[src/verilog/cspm_defines.svh]
`ifndef CSPM_DEFINES_SVH
`define CSPM_DEFINES_SVH
// ----------------------------------------
// Register offsets
// ----------------------------------------
`define CSPM_OFF_CTRL 8'h00
`define CSPM_OFF_PMON 8'h04
`define CSPM_OFF_TIME 8'h08
`define CSPM_OFF_ISTAT 8'h0C
`define CSPM_OFF_IMASK 8'h10
`define CSPM_OFF_STAT 8'h14
// ----------------------------------------
// Field positions
// ----------------------------------------
`define CSPM_CTRL_START 0
`define CSPM_CTRL_BUSY 1
`define CSPM_CTRL_EVT 2
`define CSPM_PM_MGMT 0
`define CSPM_PM_PORT 1
`define CSPM_PM_SPI 2
`define CSPM_PM_LIM_LSB 4
`define CSPM_TIM_DT_LSB 0
`define CSPM_TIM_DR_LSB 4
`define CSPM_TIM_IA_LSB 8
`define CSPM_TIM_RP_LSB 12
`define CSPM_TIM_LP_LSB 16
`define CSPM_IRQ_DONE 0
`define CSPM_IRQ_RETRY 1
// ----------------------------------------
// Reset values and writable masks
// ----------------------------------------
`define CSPM_PM_RST 32'h0000_0000
`define CSPM_PM_MASK 32'h0000_0037
`define CSPM_TIM_RST 32'h0000_0000
`define CSPM_TIM_MASK 32'h0007_3737
`define CSPM_IRQ_MASK 32'h0000_0003
// ----------------------------------------
// Timing and counts
// ----------------------------------------
`define CSPM_CLK_MHZ 200
`define CSPM_PRI_STEP_NS 40
`define CSPM_SEC_STEP_NS 80
`define CSPM_CHARGE_NS 500
`define CSPM_PRI_STEP_CYC ((`CSPM_PRI_STEP_NS * `CSPM_CLK_MHZ + 999) / 1000)
`define CSPM_SEC_STEP_CYC ((`CSPM_SEC_STEP_NS * `CSPM_CLK_MHZ + 999) / 1000)
`define CSPM_CHARGE_CYC ((`CSPM_CHARGE_NS * `CSPM_CLK_MHZ + 999) / 1000)
`define CSPM_RETRY_TWO 8'h02
`define CSPM_RETRY_FOUR 8'h04
`endif

[src/verilog/cspm_pkg.sv]
package cspm_pkg;
  typedef enum logic [1:0] {cspm_lim_none, cspm_lim_two, cspm_lim_four, cspm_lim_rsvd} cspm_limit_t;
  typedef enum {cspm_idle, cspm_disch, cspm_charge} cspm_state_t;
  typedef enum {cspm_dis_idle, cspm_dis_primary, cspm_dis_secondary} cspm_dis_state_t;
  typedef enum logic [1:0] {cspm_resp_okay, cspm_resp_exokay, cspm_resp_slverr, cspm_resp_decerr} cspm_resp_t;
endpackage : cspm_pkg

[src/verilog/cspm_discharge.sv]
`timescale 1ns/100ps
`include "cspm_defines.svh"
module cspm_discharge #(
  parameter int CNT_W = 16
) (
  input wire logic clk,
  input wire logic sys_rst,
  input wire logic start,
  input wire logic [2:0] primary_discharge_time,
  input wire logic [1:0] secondary_discharge_time,
  output logic low_sw,
  output logic high_sw,
  output logic done
);
  cspm_pkg::cspm_dis_state_t state, next_state;
  logic [CNT_W-1:0] cnt, next_cnt;
  logic next_done;
  logic [CNT_W-1:0] pri_len, sec_len;

  if (CNT_W < 7) begin : g_bad_cnt
    $error("cspm_discharge counter too narrow");
  end

  function automatic logic [CNT_W-1:0] stage_len(input logic [2:0] sel, input int step);
    stage_len = CNT_W'((int'(sel) + 1) * step);
  endfunction : stage_len

  // Each stage has its own timer length, so one setting never moves the other.
  assign pri_len = stage_len(primary_discharge_time, `CSPM_PRI_STEP_CYC);
  assign sec_len = stage_len({1'b0, secondary_discharge_time}, `CSPM_SEC_STEP_CYC);

  always_comb begin
    next_state = state;
    next_cnt = cnt + 1'b1;
    next_done = 1'b0;
    if (start) begin
      next_state = cspm_pkg::cspm_dis_primary;
      next_cnt = '0;
    end else begin
      unique case (state)
        cspm_pkg::cspm_dis_idle: next_cnt = '0;
        cspm_pkg::cspm_dis_primary: if (cnt == pri_len - 1'b1) begin
          next_state = cspm_pkg::cspm_dis_secondary;
          next_cnt = '0;
        end
        cspm_pkg::cspm_dis_secondary: if (cnt == sec_len - 1'b1) begin
          next_state = cspm_pkg::cspm_dis_idle;
          next_done = 1'b1;
        end
      endcase
    end
  end

  always_ff @(posedge clk or posedge sys_rst) begin
    if (sys_rst) begin
      state <= cspm_pkg::cspm_dis_idle;
      cnt <= '0;
      done <= 1'b0;
    end else begin
      state <= next_state;
      cnt <= next_cnt;
      done <= next_done;
    end
  end

  assign low_sw = (state == cspm_pkg::cspm_dis_primary);
  assign high_sw = (state == cspm_pkg::cspm_dis_secondary);
endmodule : cspm_discharge

[src/verilog/cspm_retry_gate.sv]
`timescale 1ns/100ps
`include "cspm_defines.svh"
module cspm_retry_gate (
  input wire logic clk,
  input wire logic sys_rst,
  input wire logic conv_start,
  input wire logic active,
  input wire logic mgmt_bus_switch,
  input wire logic port_write_strobe,
  input wire logic serial_periph_switch,
  input wire logic mgmt_bus_monitor_enable,
  input wire logic port_write_monitor_enable,
  input wire logic serial_periph_monitor_enable,
  input wire cspm_pkg::cspm_limit_t retry_limit_select,
  output logic retry,
  output logic [7:0] retry_count
);
  logic hit, allowed;
  logic [7:0] next_count;

  assign hit = (mgmt_bus_monitor_enable && mgmt_bus_switch)
             || (port_write_monitor_enable && port_write_strobe)
             || (serial_periph_monitor_enable && serial_periph_switch);

  always_comb begin
    unique case (retry_limit_select)
      cspm_pkg::cspm_lim_none: allowed = 1'b1;
      cspm_pkg::cspm_lim_two: allowed = retry_count < `CSPM_RETRY_TWO;
      cspm_pkg::cspm_lim_four, cspm_pkg::cspm_lim_rsvd: allowed = retry_count < `CSPM_RETRY_FOUR;
    endcase
  end

  assign retry = active && hit && allowed;

  always_comb begin
    next_count = retry_count;
    if (conv_start) begin
      next_count = '0;
    end else if (retry && retry_count != 8'hFF) begin
      next_count = retry_count + 1'b1;
    end
  end

  always_ff @(posedge clk or posedge sys_rst) begin
    if (sys_rst) begin
      retry_count <= '0;
    end else begin
      retry_count <= next_count;
    end
  end
endmodule : cspm_retry_gate

[src/verilog/cspm_top.sv]
// Chosen here: the placing of the registers and the AXI4-Lite slave port.
`timescale 1ns/100ps
`include "cspm_defines.svh"
// Function
// An enabled monitored output switching mid-conversion makes the converter redo that bit.
// Management bus monitor enable set to 1 watches that bus's outputs.
// Port write monitor enable set to 1 treats port writes as events.
// Serial peripheral monitor enable resets to 0.
// Retry limit at reset value performs every requested retry.
// A selected limit caps retries at two or four, then conversion completes.
// Event flag sets on any retry, holds until software clear or reset.
// Wake with monitoring on and slow clock starts a new conversion.
// Software must keep the system clock at 5.5 MHz or more.
// Software enables monitors only for heavily loaded outputs.
// Every bit conversion begins with a two-stage sensor discharge.
// First stage uses the low-resistance switch, then the high-resistance one.
// Primary and secondary stage lengths come from separate timers and fields.
// Primary field has eight settings, 111b longest.
// Secondary field is two bits, 11b longest.
// Higher secondary setting only lengthens the secondary wait.
// Plain trace sensors keep timing, current, ramp and filter at defaults.
// Current field: 001b lowest, 000b highest, eight settings.
// Per-conversion retry counter clears at each conversion start.
module cspm_top #(
  parameter int ADDR_W = 8,
  parameter int CONV_BITS = 16,
  parameter int CNT_W = 16
) (
  input wire logic clk,
  input wire logic sys_rst,
  input wire logic [ADDR_W-1:0] s_axi_awaddr,
  input wire logic s_axi_awvalid,
  output logic s_axi_awready,
  input wire logic [31:0] s_axi_wdata,
  input wire logic [3:0] s_axi_wstrb,
  input wire logic s_axi_wvalid,
  output logic s_axi_wready,
  output logic [1:0] s_axi_bresp,
  output logic s_axi_bvalid,
  input wire logic s_axi_bready,
  input wire logic [ADDR_W-1:0] s_axi_araddr,
  input wire logic s_axi_arvalid,
  output logic s_axi_arready,
  output logic [31:0] s_axi_rdata,
  output logic [1:0] s_axi_rresp,
  output logic s_axi_rvalid,
  input wire logic s_axi_rready,
  input wire logic mgmt_bus_switch,
  input wire logic port_write_strobe,
  input wire logic serial_periph_switch,
  input wire logic wake_event,
  input wire logic sysclk_below_wake_min,
  output logic discharge_low_sw,
  output logic discharge_high_sw,
  output logic charge_enable,
  output logic [2:0] charge_current_select,
  output logic [1:0] ramp_control,
  output logic [2:0] lowpass_corner_select,
  output logic conv_busy,
  output logic conv_done,
  output logic irq
);
  localparam int BIT_W = $clog2(CONV_BITS);
  localparam logic [CNT_W-1:0] CHG_LAST = CNT_W'(`CSPM_CHARGE_CYC - 1);
  localparam logic [BIT_W-1:0] BIT_LAST = BIT_W'(CONV_BITS - 1);

  if (CONV_BITS < 2 || ADDR_W < 8 || CNT_W < 8) begin : g_bad_param
    $error("cspm_top parameters out of range");
  end

  // ----------------------------------------
  // Shared helpers
  // ----------------------------------------
  function automatic logic reg_hit(input logic [ADDR_W-1:0] a);
    reg_hit = a == ADDR_W'(`CSPM_OFF_CTRL) || a == ADDR_W'(`CSPM_OFF_PMON)
           || a == ADDR_W'(`CSPM_OFF_TIME) || a == ADDR_W'(`CSPM_OFF_ISTAT)
           || a == ADDR_W'(`CSPM_OFF_IMASK) || a == ADDR_W'(`CSPM_OFF_STAT);
  endfunction : reg_hit

  function automatic logic [31:0] merge(input logic [31:0] old, input logic [31:0] wd,
                                        input logic [3:0] be, input logic [31:0] msk);
    logic [31:0] m;
    m = {{8{be[3]}}, {8{be[2]}}, {8{be[1]}}, {8{be[0]}}} & msk;
    merge = (old & ~m) | (wd & m);
  endfunction : merge

  logic aw_got, next_aw_got, w_got, next_w_got, next_bvalid;
  logic [ADDR_W-1:0] aw_addr, next_aw_addr;
  logic [31:0] w_data, next_w_data;
  logic [3:0] w_strb, next_w_strb;
  logic [1:0] next_bresp;
  logic wr_fire, rd_fire, next_rvalid;
  logic [31:0] next_rdata;
  logic [1:0] next_rresp;
  logic [31:0] pm_reg, next_pm_reg, tim_reg, next_tim_reg;
  logic [1:0] irq_stat, next_irq_stat, irq_mask, next_irq_mask;
  logic evt_flag, next_evt_flag;
  logic start_wr, evt_clr, stat_rd;
  cspm_pkg::cspm_state_t state, next_state;
  logic [BIT_W-1:0] bit_idx, next_bit_idx;
  logic [CNT_W-1:0] chg_cnt, next_chg_cnt;
  logic next_done, dis_start, dis_done, conv_start, start_req, wake_start;
  logic retry;
  logic [7:0] retry_count;
  logic mgmt_en, port_en, spi_en;
  cspm_pkg::cspm_limit_t lim;

  // ----------------------------------------
  // Register bus write channel
  // ----------------------------------------
  assign s_axi_awready = !aw_got && !s_axi_bvalid;
  assign s_axi_wready = !w_got && !s_axi_bvalid;
  assign wr_fire = aw_got && w_got && !s_axi_bvalid;

  always_comb begin
    next_aw_got = aw_got;
    next_aw_addr = aw_addr;
    next_w_got = w_got;
    next_w_data = w_data;
    next_w_strb = w_strb;
    next_bvalid = s_axi_bvalid;
    next_bresp = s_axi_bresp;
    if (s_axi_awvalid && s_axi_awready) begin
      next_aw_got = 1'b1;
      next_aw_addr = s_axi_awaddr;
    end
    if (s_axi_wvalid && s_axi_wready) begin
      next_w_got = 1'b1;
      next_w_data = s_axi_wdata;
      next_w_strb = s_axi_wstrb;
    end
    if (wr_fire) begin
      next_aw_got = 1'b0;
      next_w_got = 1'b0;
      next_bvalid = 1'b1;
      next_bresp = reg_hit(aw_addr) ? cspm_pkg::cspm_resp_okay : cspm_pkg::cspm_resp_slverr;
    end else if (s_axi_bvalid && s_axi_bready) begin
      next_bvalid = 1'b0;
    end
  end

  always_ff @(posedge clk or posedge sys_rst) begin
    if (sys_rst) begin
      aw_got <= 1'b0;
      aw_addr <= '0;
      w_got <= 1'b0;
      w_data <= '0;
      w_strb <= '0;
      s_axi_bvalid <= 1'b0;
      s_axi_bresp <= '0;
    end else begin
      aw_got <= next_aw_got;
      aw_addr <= next_aw_addr;
      w_got <= next_w_got;
      w_data <= next_w_data;
      w_strb <= next_w_strb;
      s_axi_bvalid <= next_bvalid;
      s_axi_bresp <= next_bresp;
    end
  end

  // ----------------------------------------
  // Register bus read channel
  // ----------------------------------------
  assign s_axi_arready = !s_axi_rvalid;
  assign rd_fire = s_axi_arvalid && s_axi_arready;
  assign stat_rd = rd_fire && s_axi_araddr == ADDR_W'(`CSPM_OFF_ISTAT);

  always_comb begin
    next_rvalid = s_axi_rvalid;
    next_rdata = s_axi_rdata;
    next_rresp = s_axi_rresp;
    if (rd_fire) begin
      next_rvalid = 1'b1;
      next_rresp = reg_hit(s_axi_araddr) ? cspm_pkg::cspm_resp_okay : cspm_pkg::cspm_resp_slverr;
      next_rdata = '0;
      if (s_axi_araddr == ADDR_W'(`CSPM_OFF_CTRL)) begin
        next_rdata[`CSPM_CTRL_BUSY] = conv_busy;
        next_rdata[`CSPM_CTRL_EVT] = evt_flag;
      end
      if (s_axi_araddr == ADDR_W'(`CSPM_OFF_PMON)) next_rdata = pm_reg;
      if (s_axi_araddr == ADDR_W'(`CSPM_OFF_TIME)) next_rdata = tim_reg;
      if (s_axi_araddr == ADDR_W'(`CSPM_OFF_ISTAT)) next_rdata[1:0] = irq_stat;
      if (s_axi_araddr == ADDR_W'(`CSPM_OFF_IMASK)) next_rdata[1:0] = irq_mask;
      if (s_axi_araddr == ADDR_W'(`CSPM_OFF_STAT)) next_rdata = {8'h00, 8'(bit_idx), 8'h00, retry_count};
    end else if (s_axi_rvalid && s_axi_rready) begin
      next_rvalid = 1'b0;
    end
  end

  always_ff @(posedge clk or posedge sys_rst) begin
    if (sys_rst) begin
      s_axi_rvalid <= 1'b0;
      s_axi_rdata <= '0;
      s_axi_rresp <= '0;
    end else begin
      s_axi_rvalid <= next_rvalid;
      s_axi_rdata <= next_rdata;
      s_axi_rresp <= next_rresp;
    end
  end

  // ----------------------------------------
  // Control registers and interrupt
  // ----------------------------------------
  assign start_wr = wr_fire && aw_addr == ADDR_W'(`CSPM_OFF_CTRL) && w_strb[0] && w_data[`CSPM_CTRL_START];
  assign evt_clr = wr_fire && aw_addr == ADDR_W'(`CSPM_OFF_CTRL) && w_strb[0] && w_data[`CSPM_CTRL_EVT];

  always_comb begin
    next_pm_reg = pm_reg;
    next_tim_reg = tim_reg;
    next_irq_mask = irq_mask;
    if (wr_fire && aw_addr == ADDR_W'(`CSPM_OFF_PMON)) next_pm_reg = merge(pm_reg, w_data, w_strb, `CSPM_PM_MASK);
    if (wr_fire && aw_addr == ADDR_W'(`CSPM_OFF_TIME)) next_tim_reg = merge(tim_reg, w_data, w_strb, `CSPM_TIM_MASK);
    if (wr_fire && aw_addr == ADDR_W'(`CSPM_OFF_IMASK)) next_irq_mask = w_data[1:0] & 2'(`CSPM_IRQ_MASK);
    // A retry in the same cycle as a clear keeps the flag set.
    next_evt_flag = retry || (evt_flag && !evt_clr);
    next_irq_stat = stat_rd ? 2'b00 : irq_stat;
    next_irq_stat[`CSPM_IRQ_DONE] = next_irq_stat[`CSPM_IRQ_DONE] || next_done;
    next_irq_stat[`CSPM_IRQ_RETRY] = next_irq_stat[`CSPM_IRQ_RETRY] || retry;
  end

  always_ff @(posedge clk or posedge sys_rst) begin
    if (sys_rst) begin
      pm_reg <= `CSPM_PM_RST;
      tim_reg <= `CSPM_TIM_RST;
      irq_mask <= '0;
      irq_stat <= '0;
      evt_flag <= 1'b0;
    end else begin
      pm_reg <= next_pm_reg;
      tim_reg <= next_tim_reg;
      irq_mask <= next_irq_mask;
      irq_stat <= next_irq_stat;
      evt_flag <= next_evt_flag;
    end
  end

  assign mgmt_en = pm_reg[`CSPM_PM_MGMT];
  assign port_en = pm_reg[`CSPM_PM_PORT];
  assign spi_en = pm_reg[`CSPM_PM_SPI];
  assign lim = cspm_pkg::cspm_limit_t'(pm_reg[`CSPM_PM_LIM_LSB +: 2]);
  // The current code passes straight to the analog source; 001b is weakest, 000b strongest.
  assign charge_current_select = tim_reg[`CSPM_TIM_IA_LSB +: 3];
  assign ramp_control = tim_reg[`CSPM_TIM_RP_LSB +: 2];
  assign lowpass_corner_select = tim_reg[`CSPM_TIM_LP_LSB +: 3];
  assign irq = |(irq_stat & irq_mask);

  // ----------------------------------------
  // Conversion sequencer
  // ----------------------------------------
  // A slow-clock wake with monitoring on cannot stay stopped, so it starts a conversion.
  assign wake_start = wake_event && sysclk_below_wake_min && (mgmt_en || port_en || spi_en);
  assign start_req = start_wr || wake_start;
  assign conv_start = (state == cspm_pkg::cspm_idle) && start_req;
  assign conv_busy = (state != cspm_pkg::cspm_idle);
  assign charge_enable = (state == cspm_pkg::cspm_charge);

  always_comb begin
    next_state = state;
    next_bit_idx = bit_idx;
    next_chg_cnt = chg_cnt;
    next_done = 1'b0;
    dis_start = 1'b0;
    unique case (state)
      cspm_pkg::cspm_idle: if (start_req) begin
        next_state = cspm_pkg::cspm_disch;
        next_bit_idx = '0;
        dis_start = 1'b1;
      end
      cspm_pkg::cspm_disch: if (retry) begin
        dis_start = 1'b1;
      end else if (dis_done) begin
        next_state = cspm_pkg::cspm_charge;
        next_chg_cnt = '0;
      end
      cspm_pkg::cspm_charge: if (retry) begin
        // Only the disturbed bit is redone; earlier bits stand.
        next_state = cspm_pkg::cspm_disch;
        dis_start = 1'b1;
      end else if (chg_cnt == CHG_LAST) begin
        if (bit_idx == BIT_LAST) begin
          next_state = cspm_pkg::cspm_idle;
          next_done = 1'b1;
        end else begin
          next_state = cspm_pkg::cspm_disch;
          next_bit_idx = bit_idx + 1'b1;
          dis_start = 1'b1;
        end
      end else begin
        next_chg_cnt = chg_cnt + 1'b1;
      end
    endcase
  end

  always_ff @(posedge clk or posedge sys_rst) begin
    if (sys_rst) begin
      state <= cspm_pkg::cspm_idle;
      bit_idx <= '0;
      chg_cnt <= '0;
      conv_done <= 1'b0;
    end else begin
      state <= next_state;
      bit_idx <= next_bit_idx;
      chg_cnt <= next_chg_cnt;
      conv_done <= next_done;
    end
  end

  cspm_discharge #(.CNT_W(CNT_W)) u_discharge (
    .clk(clk),
    .sys_rst(sys_rst),
    .start(dis_start),
    .primary_discharge_time(tim_reg[`CSPM_TIM_DT_LSB +: 3]),
    .secondary_discharge_time(tim_reg[`CSPM_TIM_DR_LSB +: 2]),
    .low_sw(discharge_low_sw),
    .high_sw(discharge_high_sw),
    .done(dis_done)
  );

  cspm_retry_gate u_retry (
    .clk(clk),
    .sys_rst(sys_rst),
    .conv_start(conv_start),
    .active(conv_busy),
    .mgmt_bus_switch(mgmt_bus_switch),
    .port_write_strobe(port_write_strobe),
    .serial_periph_switch(serial_periph_switch),
    .mgmt_bus_monitor_enable(mgmt_en),
    .port_write_monitor_enable(port_en),
    .serial_periph_monitor_enable(spi_en),
    .retry_limit_select(lim),
    .retry(retry),
    .retry_count(retry_count)
  );

  // ----------------------------------------
  // Checks
  // ----------------------------------------
  logic first_cyc;
  always_ff @(posedge clk or posedge sys_rst) begin
    if (sys_rst) first_cyc <= 1'b1;
    else first_cyc <= 1'b0;
  end
endmodule : cspm_top

[config.mk]
export PLATFORM = sky130hd
export DESIGN_NAME = cspm_top
export DESIGN_NICKNAME = d
export VERILOG_FILES = /design/src/verilog/cspm_pkg.sv /design/src/verilog/cspm_discharge.sv /design/src/verilog/cspm_retry_gate.sv /design/src/verilog/cspm_top.sv
export VERILOG_INCLUDE_DIRS = /design/src /design/src/verilog
export SDC_FILE = /design/constraint.sdc
export NUM_CORES = 1
export LEC_CHECK = 0
export BUFFER_PORTS_ARGS = -buffer_cell sky130_fd_sc_hd__buf_2
export CORE_MARGIN = 2
export CORE_UTILIZATION = 30
export DETAILED_ROUTE_END_ITERATION = 7
export PLACE_DENSITY_LB_ADDON = 0.25
export SLEW_MARGIN = 15
export SYNTH_ARGS = -nofsm -noshare
export SYNTH_HDL_FRONTEND = slang
export SYNTH_SLANG_ARGS = --single-unit
[constraint.sdc]
create_clock -name clk -period 5.5 [get_ports clk]
set_clock_uncertainty 0.1 [all_clocks]
set_input_delay 0.825 -clock clk [delete_from_list [all_inputs] [get_ports clk]]
set_output_delay 0.825 -clock clk [all_outputs]
set_load 0.01 [all_outputs]
==> results of run 1 <==
==> synth_stat cells, types with 2 or more instances <==
cell type | count | area, um^2
nor4b_1 | 4 | 35.03
o31ai_1 | 6 | 45.04
buf_2 | 2 | 10.01
nor3_1 | 11 | 55.05
a22o_1 | 9 | 78.83
nand3b_1 | 2 | 15.01
buf_4 | 26 | 195.2
a21o_1 | 7 | 52.55
mux2i_1 | 5 | 50.05
nand2_1 | 45 | 168.9
and3_1 | 10 | 62.56
o21ai_0 | 28 | 140.1
or2_2 | 2 | 12.51
dfrtp_1 | 120 | 3003
and2_1 | 6 | 37.54
nor4_1 | 22 | 137.6
nor2b_1 | 9 | 56.30
o211ai_1 | 6 | 45.04
clkbuf_1 | 17 | 63.81
inv_1 | 17 | 63.81
nor2_1 | 36 | 135.1
or4_1 | 6 | 45.04
nand2b_1 | 4 | 25.02
a21oi_1 | 18 | 90.09
or4b_2 | 2 | 20.02
a22oi_1 | 3 | 22.52
nand3_1 | 24 | 120.1
a32oi_1 | 3 | 26.28
a311oi_1 | 4 | 35.03
xnor2_1 | 16 | 140.1
mux2_2 | 46 | 518.0
ha_1 | 10 | 125.1
nor4_4 | 3 | 63.81
a221oi_1 | 4 | 35.03
nand4_1 | 7 | 43.79
or4bb_1 | 3 | 33.78
xor2_1 | 12 | 105.1
or3_1 | 14 | 87.58
==> power breakdown <==
part	switching, uW	internal, uW
Sequential	182	1070
Clock	416	649
Combinational	378	321
Total	975	2040
==> cell families after synthesis <==
group	Yosys count	synth area share, %
fa+ha+maj	10	2.012
simple gates	217	19.92
flops	120	48.30
xor+xnor	28	3.944
other cells	1	0.06032
buf+inv	63	5.414
compound gates	99	10.85
mux	52	9.499
==> how the worst max path moves through the flow <==
stage | from | end | slack (ns)
6_report | register | u_discharge.cnt[10] | 2.12
5_1_grt | register | u_discharge.cnt[6] | 1.89
4_1_cts | register | u_discharge.cnt[9] | 2.14
3_5_place_dp | register | u_discharge.cnt[9] | 2.16
3_3_place_gp | register | u_discharge.cnt[6] | 2.21
2_1_floorplan | sys_rst | async pin | 1.39
==> area by class of cell <==
| cell class | count | area [um^2] | area share [%] |
|---|---|---|---|
| clock inverters | 12 | 117.6 | 1.603 |
| well taps | 270 | 337.8 | 4.604 |
| inverters | 17 | 66.31 | 0.9038 |
| flip-flops and latches | 120 | 3003 | 40.93 |
| multi-input cells | 423 | 2943 | 40.11 |
| clock buffers | 20 | 456.7 | 6.224 |
| repair buffers | 82 | 412.9 | 5.628 |
==> worst max-delay path, delay by kind of cell (launching register included) <==
kind / cells / cell delay (ns)
simple gates: 5 / 1.81
compound gates: 1 / 0.16
fa+ha+maj: 2 / 0.54
xor+xnor: 1 / 0.13
flops: 1 / 0.48
==> through the flow <==
step,hold WS [ns],cell area [um^2]
after floorplan,0.3491,6277
after global placement,0.3598,6758
after detailed placement,0.3596,6758
after CTS,0.3734,7332
after global routing,0.4054,7337
final,0.3667,7337
==> routing by layer <==
metal	part of all wire [%]	wire length [um]	up-vias	GRT usage [%]
li1	-	-	2257	-
met1	45	6715	2399	18.46
met2	50	7366	99	23.03
met3	3.1	463	17	3.364
met4	1.7	249	0	5.095
met5	0	0	-	0
==> results.sh, run 1 <==
export IMPL_mostFrequentLayoutCell="dfrtp_1"
export IMPL_regToRegEndpoint="u_discharge.cnt[10]"
export IMPL_postLayoutSetupSlackWorst_ns=2.117
export IMPL_finalCritPeriodShare_pct=61.51
export IMPL_clkSinkCount=120
export IMPL_cts_resized=0
export IMPL_io_pins=119
export IMPL_hp_start="s_axi_rdata[3]"
export IMPL_yosys_cell_types_count=59
export IMPL_grt_pass1_wl_mm=24.61
export IMPL_place_gp_congestion=0.7837
export IMPL_ys_flop_type="dfrtp_1"
export IMPL_yosysWarnings=0
export IMPL_cap_violations=0
export IMPL_hold_depth=2
export IMPL_tritoncts="done"
export IMPL_pre_cts_ws_ns=2.158
export IMPL_path_max_fanout=16
export IMPL_final_util_pct=36.14
export IMPL_vias_per_cell=5.055
export IMPL_dr_first_iter_drc_count=250
export IMPL_clk_pin_slew_ns=0.06
export IMPL_avgSynthCellArea_um2=10.54
export IMPL_h_tree_depth=4
export IMPL_first_pass_iters=6
export IMPL_max_stage_delay_ns=0.68
export IMPL_grt_max_degree=79
export IMPL_synth_edf_count=0
export IMPL_start_util_pct=30.63
export IMPL_ys_ff_latch=120
export IMPL_synthCells=590
export IMPL_ir_drop_uv=259.8
export IMPL_p_leak_uw=0.003324
export IMPL_cp_end_kind="register"
export IMPL_setup_violations_final=0
export IMPL_antenna_found_initial=0
export IMPL_rows=52
export IMPL_cp_arrival_ns=3.53
export IMPL_finalNetCount=735
export IMPL_grt_setup_unrepaired="no"
export IMPL_required_ns=5.64
export IMPL_worstSetupPathType="register to register"
export IMPL_numPortBuffers=81
export IMPL_setup_tns_final_ns=0
export IMPL_dp_cells=912
export IMPL_numCtsBuffers=17
export IMPL_period_minus_slack_ns=3.383
export IMPL_r2r_cells=9
export IMPL_n_antenna_cell=0
export IMPL_synthArstFlopShare_pct=100.0
export IMPL_cp_cell_sequence="ha_1 > or2_2 > a21oi_1 > ha_1 > xnor2_1 > nor4_1 > nand2_1 > nor4_4 > nor4_1"
export IMPL_vias=4772
export IMPL_hold_buffers=0
export IMPL_syn_area_mm2=0.006217
export IMPL_fill_cells=2020
export IMPL_hold_viol_final=0
export IMPL_whs_endpoint="s_axi_rdata[3]"
export IMPL_antenna_left=0
export IMPL_fmax_mhz=295.6
export IMPL_root_buffer="clkbuf_16"
export IMPL_cpMaxStageDelayCell="nor4_4"
export IMPL_die_area_mm2=0.02189
export IMPL_post_drt_wl_per_cell_um=15.67
export IMPL_ys_seq_area_share_pct=48.30
export IMPL_drv_slew=0
export IMPL_fin_cells=944
export IMPL_min_path_type="register to register"
export IMPL_route_detailed_drc=0
export IMPL_slew_headroom_pct=20.07
export IMPL_clockBufferDepth=2
export IMPL_final_cell_mix="dfrtp_1 (120), buf_2 (81), mux2_2 (46)"
export IMPL_core_mm2=0.02030
export IMPL_cts_setup_buffers=0
export IMPL_totalPowerFinal_uw=3013
export IMPL_area_growth_pct=18.01
export IMPL_r2r_slack_ns=2.12
export IMPL_worstMarginPinSlew_ns=1.193
export IMPL_gr_total_overflow=0
export IMPL_cp_start_kind="register"
export IMPL_grt_use_total_pct=14.16
export IMPL_status="completed"
export IMPL_first_global_vias=4706
export IMPL_dp_hpwl_mm=10.65
export IMPL_die_w_um=148.0
export IMPL_layout_drive_gt1_share_pct=25.96
export IMPL_power_density_mw_per_mm2=410.7
export IMPL_routed_wl_mm=14.80
export IMPL_clkLatencyLatePin_ns=0.42
export IMPL_die_h_um=148.0
(Power assumes the default switching activity.)
==> inputs of run 2 (changes only) <==
==> constraint.sdc (replaced) <==
create_clock -name clk -period 3.4 [get_ports clk]
set_clock_uncertainty 0.1 [all_clocks]
set_input_delay 0.51 -clock clk [delete_from_list [all_inputs] [get_ports clk]]
set_output_delay 0.51 -clock clk [all_outputs]
set_load 0.01 [all_outputs]
==> run 2 against run 1 <==
Sequential share of layout area shrank 0.60 points. Fmax rose by 10%. Worst setup slack worse by 1.8 ns. Combinational power is 63% higher. Critical path depth grew 1. Global-route usage down 0.27 points. Sequential power grew 62%. First-iteration DRC count increased by 28%. Register-to-register slack got worse by 1.8 ns. Cell count increased by 0.74%. Routed wire length shrank 0.32%. Total power increased by 67%. Largest cell class unchanged.
==> results.sh, run 2 (synthesis results as in run 1) <==
export IMPL_cp_end_kind="register"
export IMPL_path_buf_inv=1
export IMPL_numCtsBuffers=17
export IMPL_first_global_vias=4823
export IMPL_die_w_um=148.0
export IMPL_vias=4795
export IMPL_routed_wl_mm=14.75
export IMPL_grt_setup_unrepaired="no"
export IMPL_start_util_pct=30.63
export IMPL_mostFrequentLayoutCell="dfrtp_1"
export IMPL_place_gp_congestion=0.7968
export IMPL_final_cell_mix="dfrtp_1 (120), buf_2 (81), mux2_2 (46)"
export IMPL_cts_setup_buffers=0
export IMPL_setup_violations_final=0
export IMPL_tritoncts="done"
export IMPL_fmax_mhz=325.4
export IMPL_multi_input_area_mm2=0.002938
export IMPL_antenna_left=0
export IMPL_min_path_type="input pin to register"
export IMPL_dp_hpwl_mm=10.77
export IMPL_layout_drive_gt1_share_pct=26.73
export IMPL_cp_arrival_ns=3.22
export IMPL_fill_cells=2023
export IMPL_power_density_mw_per_mm2=676.4
export IMPL_finalNetCount=742
export IMPL_die_area_mm2=0.02189
export IMPL_cp_cell_sequence="ha_1 > or2_2 > a21oi_1 > ha_1 > xnor2_1 > nor4_1 > nand2_1 > nor4_4 > buf_4 > nor4_1"
export IMPL_finalCritPeriodShare_pct=90.40
export IMPL_cp_start_kind="register"
export IMPL_worstSetupPathType="register to register"
export IMPL_io_pins=119
export IMPL_die_h_um=148.0
export IMPL_dr_first_iter_drc_count=319
export IMPL_clkLatencyLatePin_ns=0.42
export IMPL_worstMarginPinSlew_ns=1.123
export IMPL_h_tree_depth=4
export IMPL_hold_viol_final=0
export IMPL_clockBufferDepth=2
export IMPL_cts_resized=0
export IMPL_gr_total_overflow=0
export IMPL_drv_slew=0
export IMPL_clk_pin_slew_ns=0.06
export IMPL_area_growth_pct=19.76
export IMPL_p_leak_uw=0.003383
export IMPL_postLayoutSetupSlackWorst_ns=0.3265
export IMPL_core_mm2=0.02030
export IMPL_first_pass_iters=5
export IMPL_route_detailed_drc=0
export IMPL_ir_drop_uv=370.5
export IMPL_status="completed"
export IMPL_seqCellArea_mm2=0.003003
export IMPL_required_ns=3.54
export IMPL_root_buffer="clkbuf_16"
export IMPL_rows=52
export IMPL_grt_pass1_wl_mm=24.28
export IMPL_grt_use_total_pct=13.89
export IMPL_pre_cts_ws_ns=0.3284
export IMPL_r2r_slack_ns=0.33
export IMPL_period_minus_slack_ns=3.073
export IMPL_numPortBuffers=81
export IMPL_hold_buffers=0
export IMPL_n_antenna_cell=0
export IMPL_cp_top_family="simple AND/OR/NAND/NOR gates"
export IMPL_cpMaxStageDelayCell="dfrtp_1"
export IMPL_cap_violations=0
export IMPL_clkSinkCount=120
export IMPL_max_stage_delay_ns=0.46
export IMPL_grt_max_degree=53
export IMPL_setup_tns_final_ns=0
export IMPL_antenna_found_initial=0
export IMPL_vias_per_cell=5.042
export IMPL_slew_headroom_pct=24.80
export IMPL_post_drt_wl_per_cell_um=15.51
export IMPL_path_max_fanout=11
## run 2: changes by cell type in the layout (fill, tap and decap cells not counted), sizes merged
cell,previous run,this run
clkinvlp,4,5
clkinv,4,3
buf,82,89
inv,20,19
clkbuf,20,19
bufinv,1,3
## run 2: routing by layer
layer / vias up / wire, um / track usage, %
met5: - / 0 / 0
met3: 25 / 573 / 3.395
li1: 2270 / - / -
met4: 0 / 242 / 5.857
met1: 2387 / 6454 / 17.43
met2: 113 / 7478 / 22.89
## run 2: per-stage QoR
step	power [uW]	hold WS (ns)	std cells	area, um^2	util (%)
2_1_floorplan	2871	0.3491	606	6281	-
3_3_place_gp	3134	0.3540	919	6824	33.62
3_5_place_dp	3197	0.3593	919	6824	33.62
4_1_cts	5100	0.1504	951	7446	36.68
5_1_grt	5324	0.1822	951	7446	36.68
6_report	5036	0.1670	951	7446	36.68
## run 2: cell type report
class | count | area share, %
clock buffer | 19 | 6.083
clock inverter | 13 | 2.269
inverter | 17 | 0.9074
multi-input combinational | 423 | 39.46
sequential | 120 | 40.33
tap | 270 | 4.537
timing repair buffer | 89 | 6.419
## run 2: report_power, final
part           internal, uW  switching [uW]
Combinational           529             609
Sequential             1730             289
Clock                  1200             683
Total                  3450            1580
## run 2: path summary, 6_finish.rpt
check                                startpoint            endpoint  depth (start not counted)
worst max-delay path                   register  u_discharge.cnt[8]                         10
worst min-delay path               s_axi_rready        s_axi_rvalid                          2
worst max register to register         register  u_discharge.cnt[8]                         10
worst min register to register  s_axi_rdata[19]     s_axi_rdata[19]                          2
max in group asynchronous               sys_rst         chg_cnt[10]                          3
min in group asynchronous               sys_rst          aw_addr[0]                          2
==> inputs of run 3 (changes only) <==
--- a/config.mk
+++ b/config.mk
@@ -10,7 +10,7 @@
 export CORE_MARGIN = 2
 export CORE_UTILIZATION = 30
 export DETAILED_ROUTE_END_ITERATION = 7
-export PLACE_DENSITY_LB_ADDON = 0.25
+export PLACE_DENSITY = 0.47
 export SLEW_MARGIN = 15
 export SYNTH_ARGS = -nofsm -noshare
 export SYNTH_HDL_FRONTEND = slang
==> constraint.sdc (replaced) <==
create_clock -name clk -period 3.4 [get_ports clk]
set_clock_uncertainty 0.1 [all_clocks]
set_input_delay 0.51 -clock clk [delete_from_list [all_inputs] [get_ports clk]]
set_output_delay 0.51 -clock clk [all_outputs]
set_load 0.02 [all_outputs]
==> run 3 against run 2 <==
Combinational power up 4%. Critical path depth unchanged. Die area unchanged. Design area down 0.25%.
==> results.sh, run 3 (synthesis results as in run 1) <==
export IMPL_worstSetupPathType="register to register"
export IMPL_grt_use_total_pct=14.46
export IMPL_rows=52
export IMPL_status="completed"
export IMPL_dp_cells=918
export IMPL_die_w_um=148.0
export IMPL_hold_viol_final=0
export IMPL_setup_violations_final=0
export IMPL_power_density_mw_per_mm2=679.5
export IMPL_fin_cells=950
export IMPL_drv_slew=0
export IMPL_min_path_type="input pin to async pin"
export IMPL_place_gp_congestion=0.8333
export IMPL_clockBufferDepth=2
export IMPL_h_tree_depth=4
export IMPL_finalNetCount=741
export IMPL_max_stage_delay_ns=0.46
export IMPL_gr_total_overflow=0
export IMPL_cts_setup_buffers=0
export IMPL_routed_wl_mm=14.74
export IMPL_vias=4687
export IMPL_cpMaxStageDelayCell="dfrtp_1"
export IMPL_cp_cell_sequence="ha_1 > or2_2 > a21oi_1 > ha_1 > xnor2_1 > nor4_1 > nand2_1 > nor4_4 > buf_4 > nor4_1"
export IMPL_root_buffer="clkbuf_16"
export IMPL_cp_start_kind="register"
export IMPL_antenna_found_initial=0
export IMPL_grt_pass1_wl_mm=25.12
export IMPL_vias_per_cell=4.934
export IMPL_antenna_left=0
export IMPL_worstMarginPinSlew_ns=1.076
export IMPL_path_max_fanout=16
export IMPL_die_area_mm2=0.02189
export IMPL_numCtsBuffers=17
export IMPL_final_cell_mix="dfrtp_1 (120), buf_2 (81), mux2_2 (46)"
export IMPL_tritoncts="done"
export IMPL_mostFrequentLayoutCell="dfrtp_1"
export IMPL_first_global_vias=4900
export IMPL_start_util_pct=30.63
export IMPL_die_h_um=148.0
export IMPL_numPortBuffers=81
export IMPL_dp_hpwl_mm=10.65
export IMPL_finalCritPeriodShare_pct=87.68
export IMPL_route_detailed_drc=0
export IMPL_core_mm2=0.02030
export IMPL_required_ns=3.55
export IMPL_place_area_mm2=0.006817
export IMPL_p_leak_uw=0.003382
export IMPL_cp_end_kind="register"
export IMPL_clk_pin_slew_ns=0.05
export IMPL_design_area_mm2=0.007427
export IMPL_slew_headroom_pct=28.02
export IMPL_n_antenna_cell=0
export IMPL_grt_setup_unrepaired="no"
export IMPL_layout_drive_gt1_share_pct=26.76
export IMPL_first_pass_iters=4
export IMPL_hold_buffers=0
export IMPL_clkSinkCount=120
export IMPL_post_drt_wl_per_cell_um=15.51
export IMPL_ir_drop_uv=441.5
export IMPL_fill_cells=2018
export IMPL_dr_first_iter_drc_count=236
export IMPL_period_minus_slack_ns=2.981
export IMPL_area_growth_pct=19.46
export IMPL_cap_violations=0
export IMPL_cp_arrival_ns=3.13
export IMPL_clkLatencyLatePin_ns=0.42
export IMPL_io_pins=119
export IMPL_cts_resized=0
export IMPL_grt_max_degree=89
export IMPL_fmax_mhz=335.4
export IMPL_setup_tns_final_ns=0
[run 3: changes by cell type in the layout (fill, tap and decap cells not counted), sizes merged]
cell	before	now
clkinv	3	5
clkbuf	19	18
buf	89	88
bufinv	3	2
inv	19	22
clkinvlp	5	2
[run 3: through the flow]
step / total power, uW / utilization (%) / setup slack, ns / hold WS [ns]
after global placement: 3210 / 33.58 / 0.4826 / 0.3570
after global routing: 5363 / 36.59 / 0.1992 / 0.1570
after CTS: 5117 / 36.56 / 0.4107 / 0.1204
after detailed placement: 3251 / 33.58 / 0.4215 / 0.3550
final: 5047 / 36.59 / 0.4188 / 0.1015
after floorplan: 2932 / - / 0.6661 / 0.3491
[run 3: area by class of cell]
class / instances / area, um^2 / share of cell area [%]
clock buffers: 18 / 439.2 / 5.913
clock inverters: 14 / 165.2 / 2.224
inverters: 17 / 67.56 / 0.9097
multi-input cells: 423 / 2944 / 39.64
flip-flops and latches: 120 / 3003 / 40.43
well taps: 270 / 337.8 / 4.549
repair buffers: 88 / 470.5 / 6.334
[run 3: worst max-delay path, delay by kind of cell (launching register included)]
| family | cells | cell delay [ns] |
|---|---|---|
| AND/OR/NAND/NOR | 5 | 1.17 |
| XOR/XNOR | 1 | 0.12 |
| flip-flops | 1 | 0.46 |
| AO/OA/AOI/OAI | 1 | 0.15 |
| adder cells (fa/ha/maj) | 2 | 0.53 |
| buffers and inverters | 1 | 0.26 |
[run 3: worst paths after layout]
path	depth (start not counted)	to	slack (ns)	startpoint
hold / removal	2	aw_addr[0]	0.10	sys_rst
setup reg to reg	10	u_discharge.cnt[5]	0.42	register
hold reg to reg	2	s_axi_rdata[19]	0.36	s_axi_rdata[19]
min in group clk	2	s_axi_bvalid	0.16	s_axi_bready
setup / recovery	10	u_discharge.cnt[5]	0.42	register
max in group asynchronous	3	u_retry.retry_count[2]	2.21	sys_rst
[run 3: routing by layer]
layer	track usage (%)	vias to the layer above	routed length, um
met5	0	-	0
met4	5.952	0	171
met3	3.117	13	464
met2	23.17	86	7273
met1	19.03	2311	6830
li1	-	2277	-
[run 3: power breakdown]
part / internal [uW] / leakage (uW) / total, uW / switching, uW
combinational: 527 / 0.00151 / 1190 / 664
clock: 1120 / 0.000296 / 1840 / 719
sequential: 1730 / 0.00157 / 2020 / 290
total: 3370 / 0.00338 / 5050 / 1670
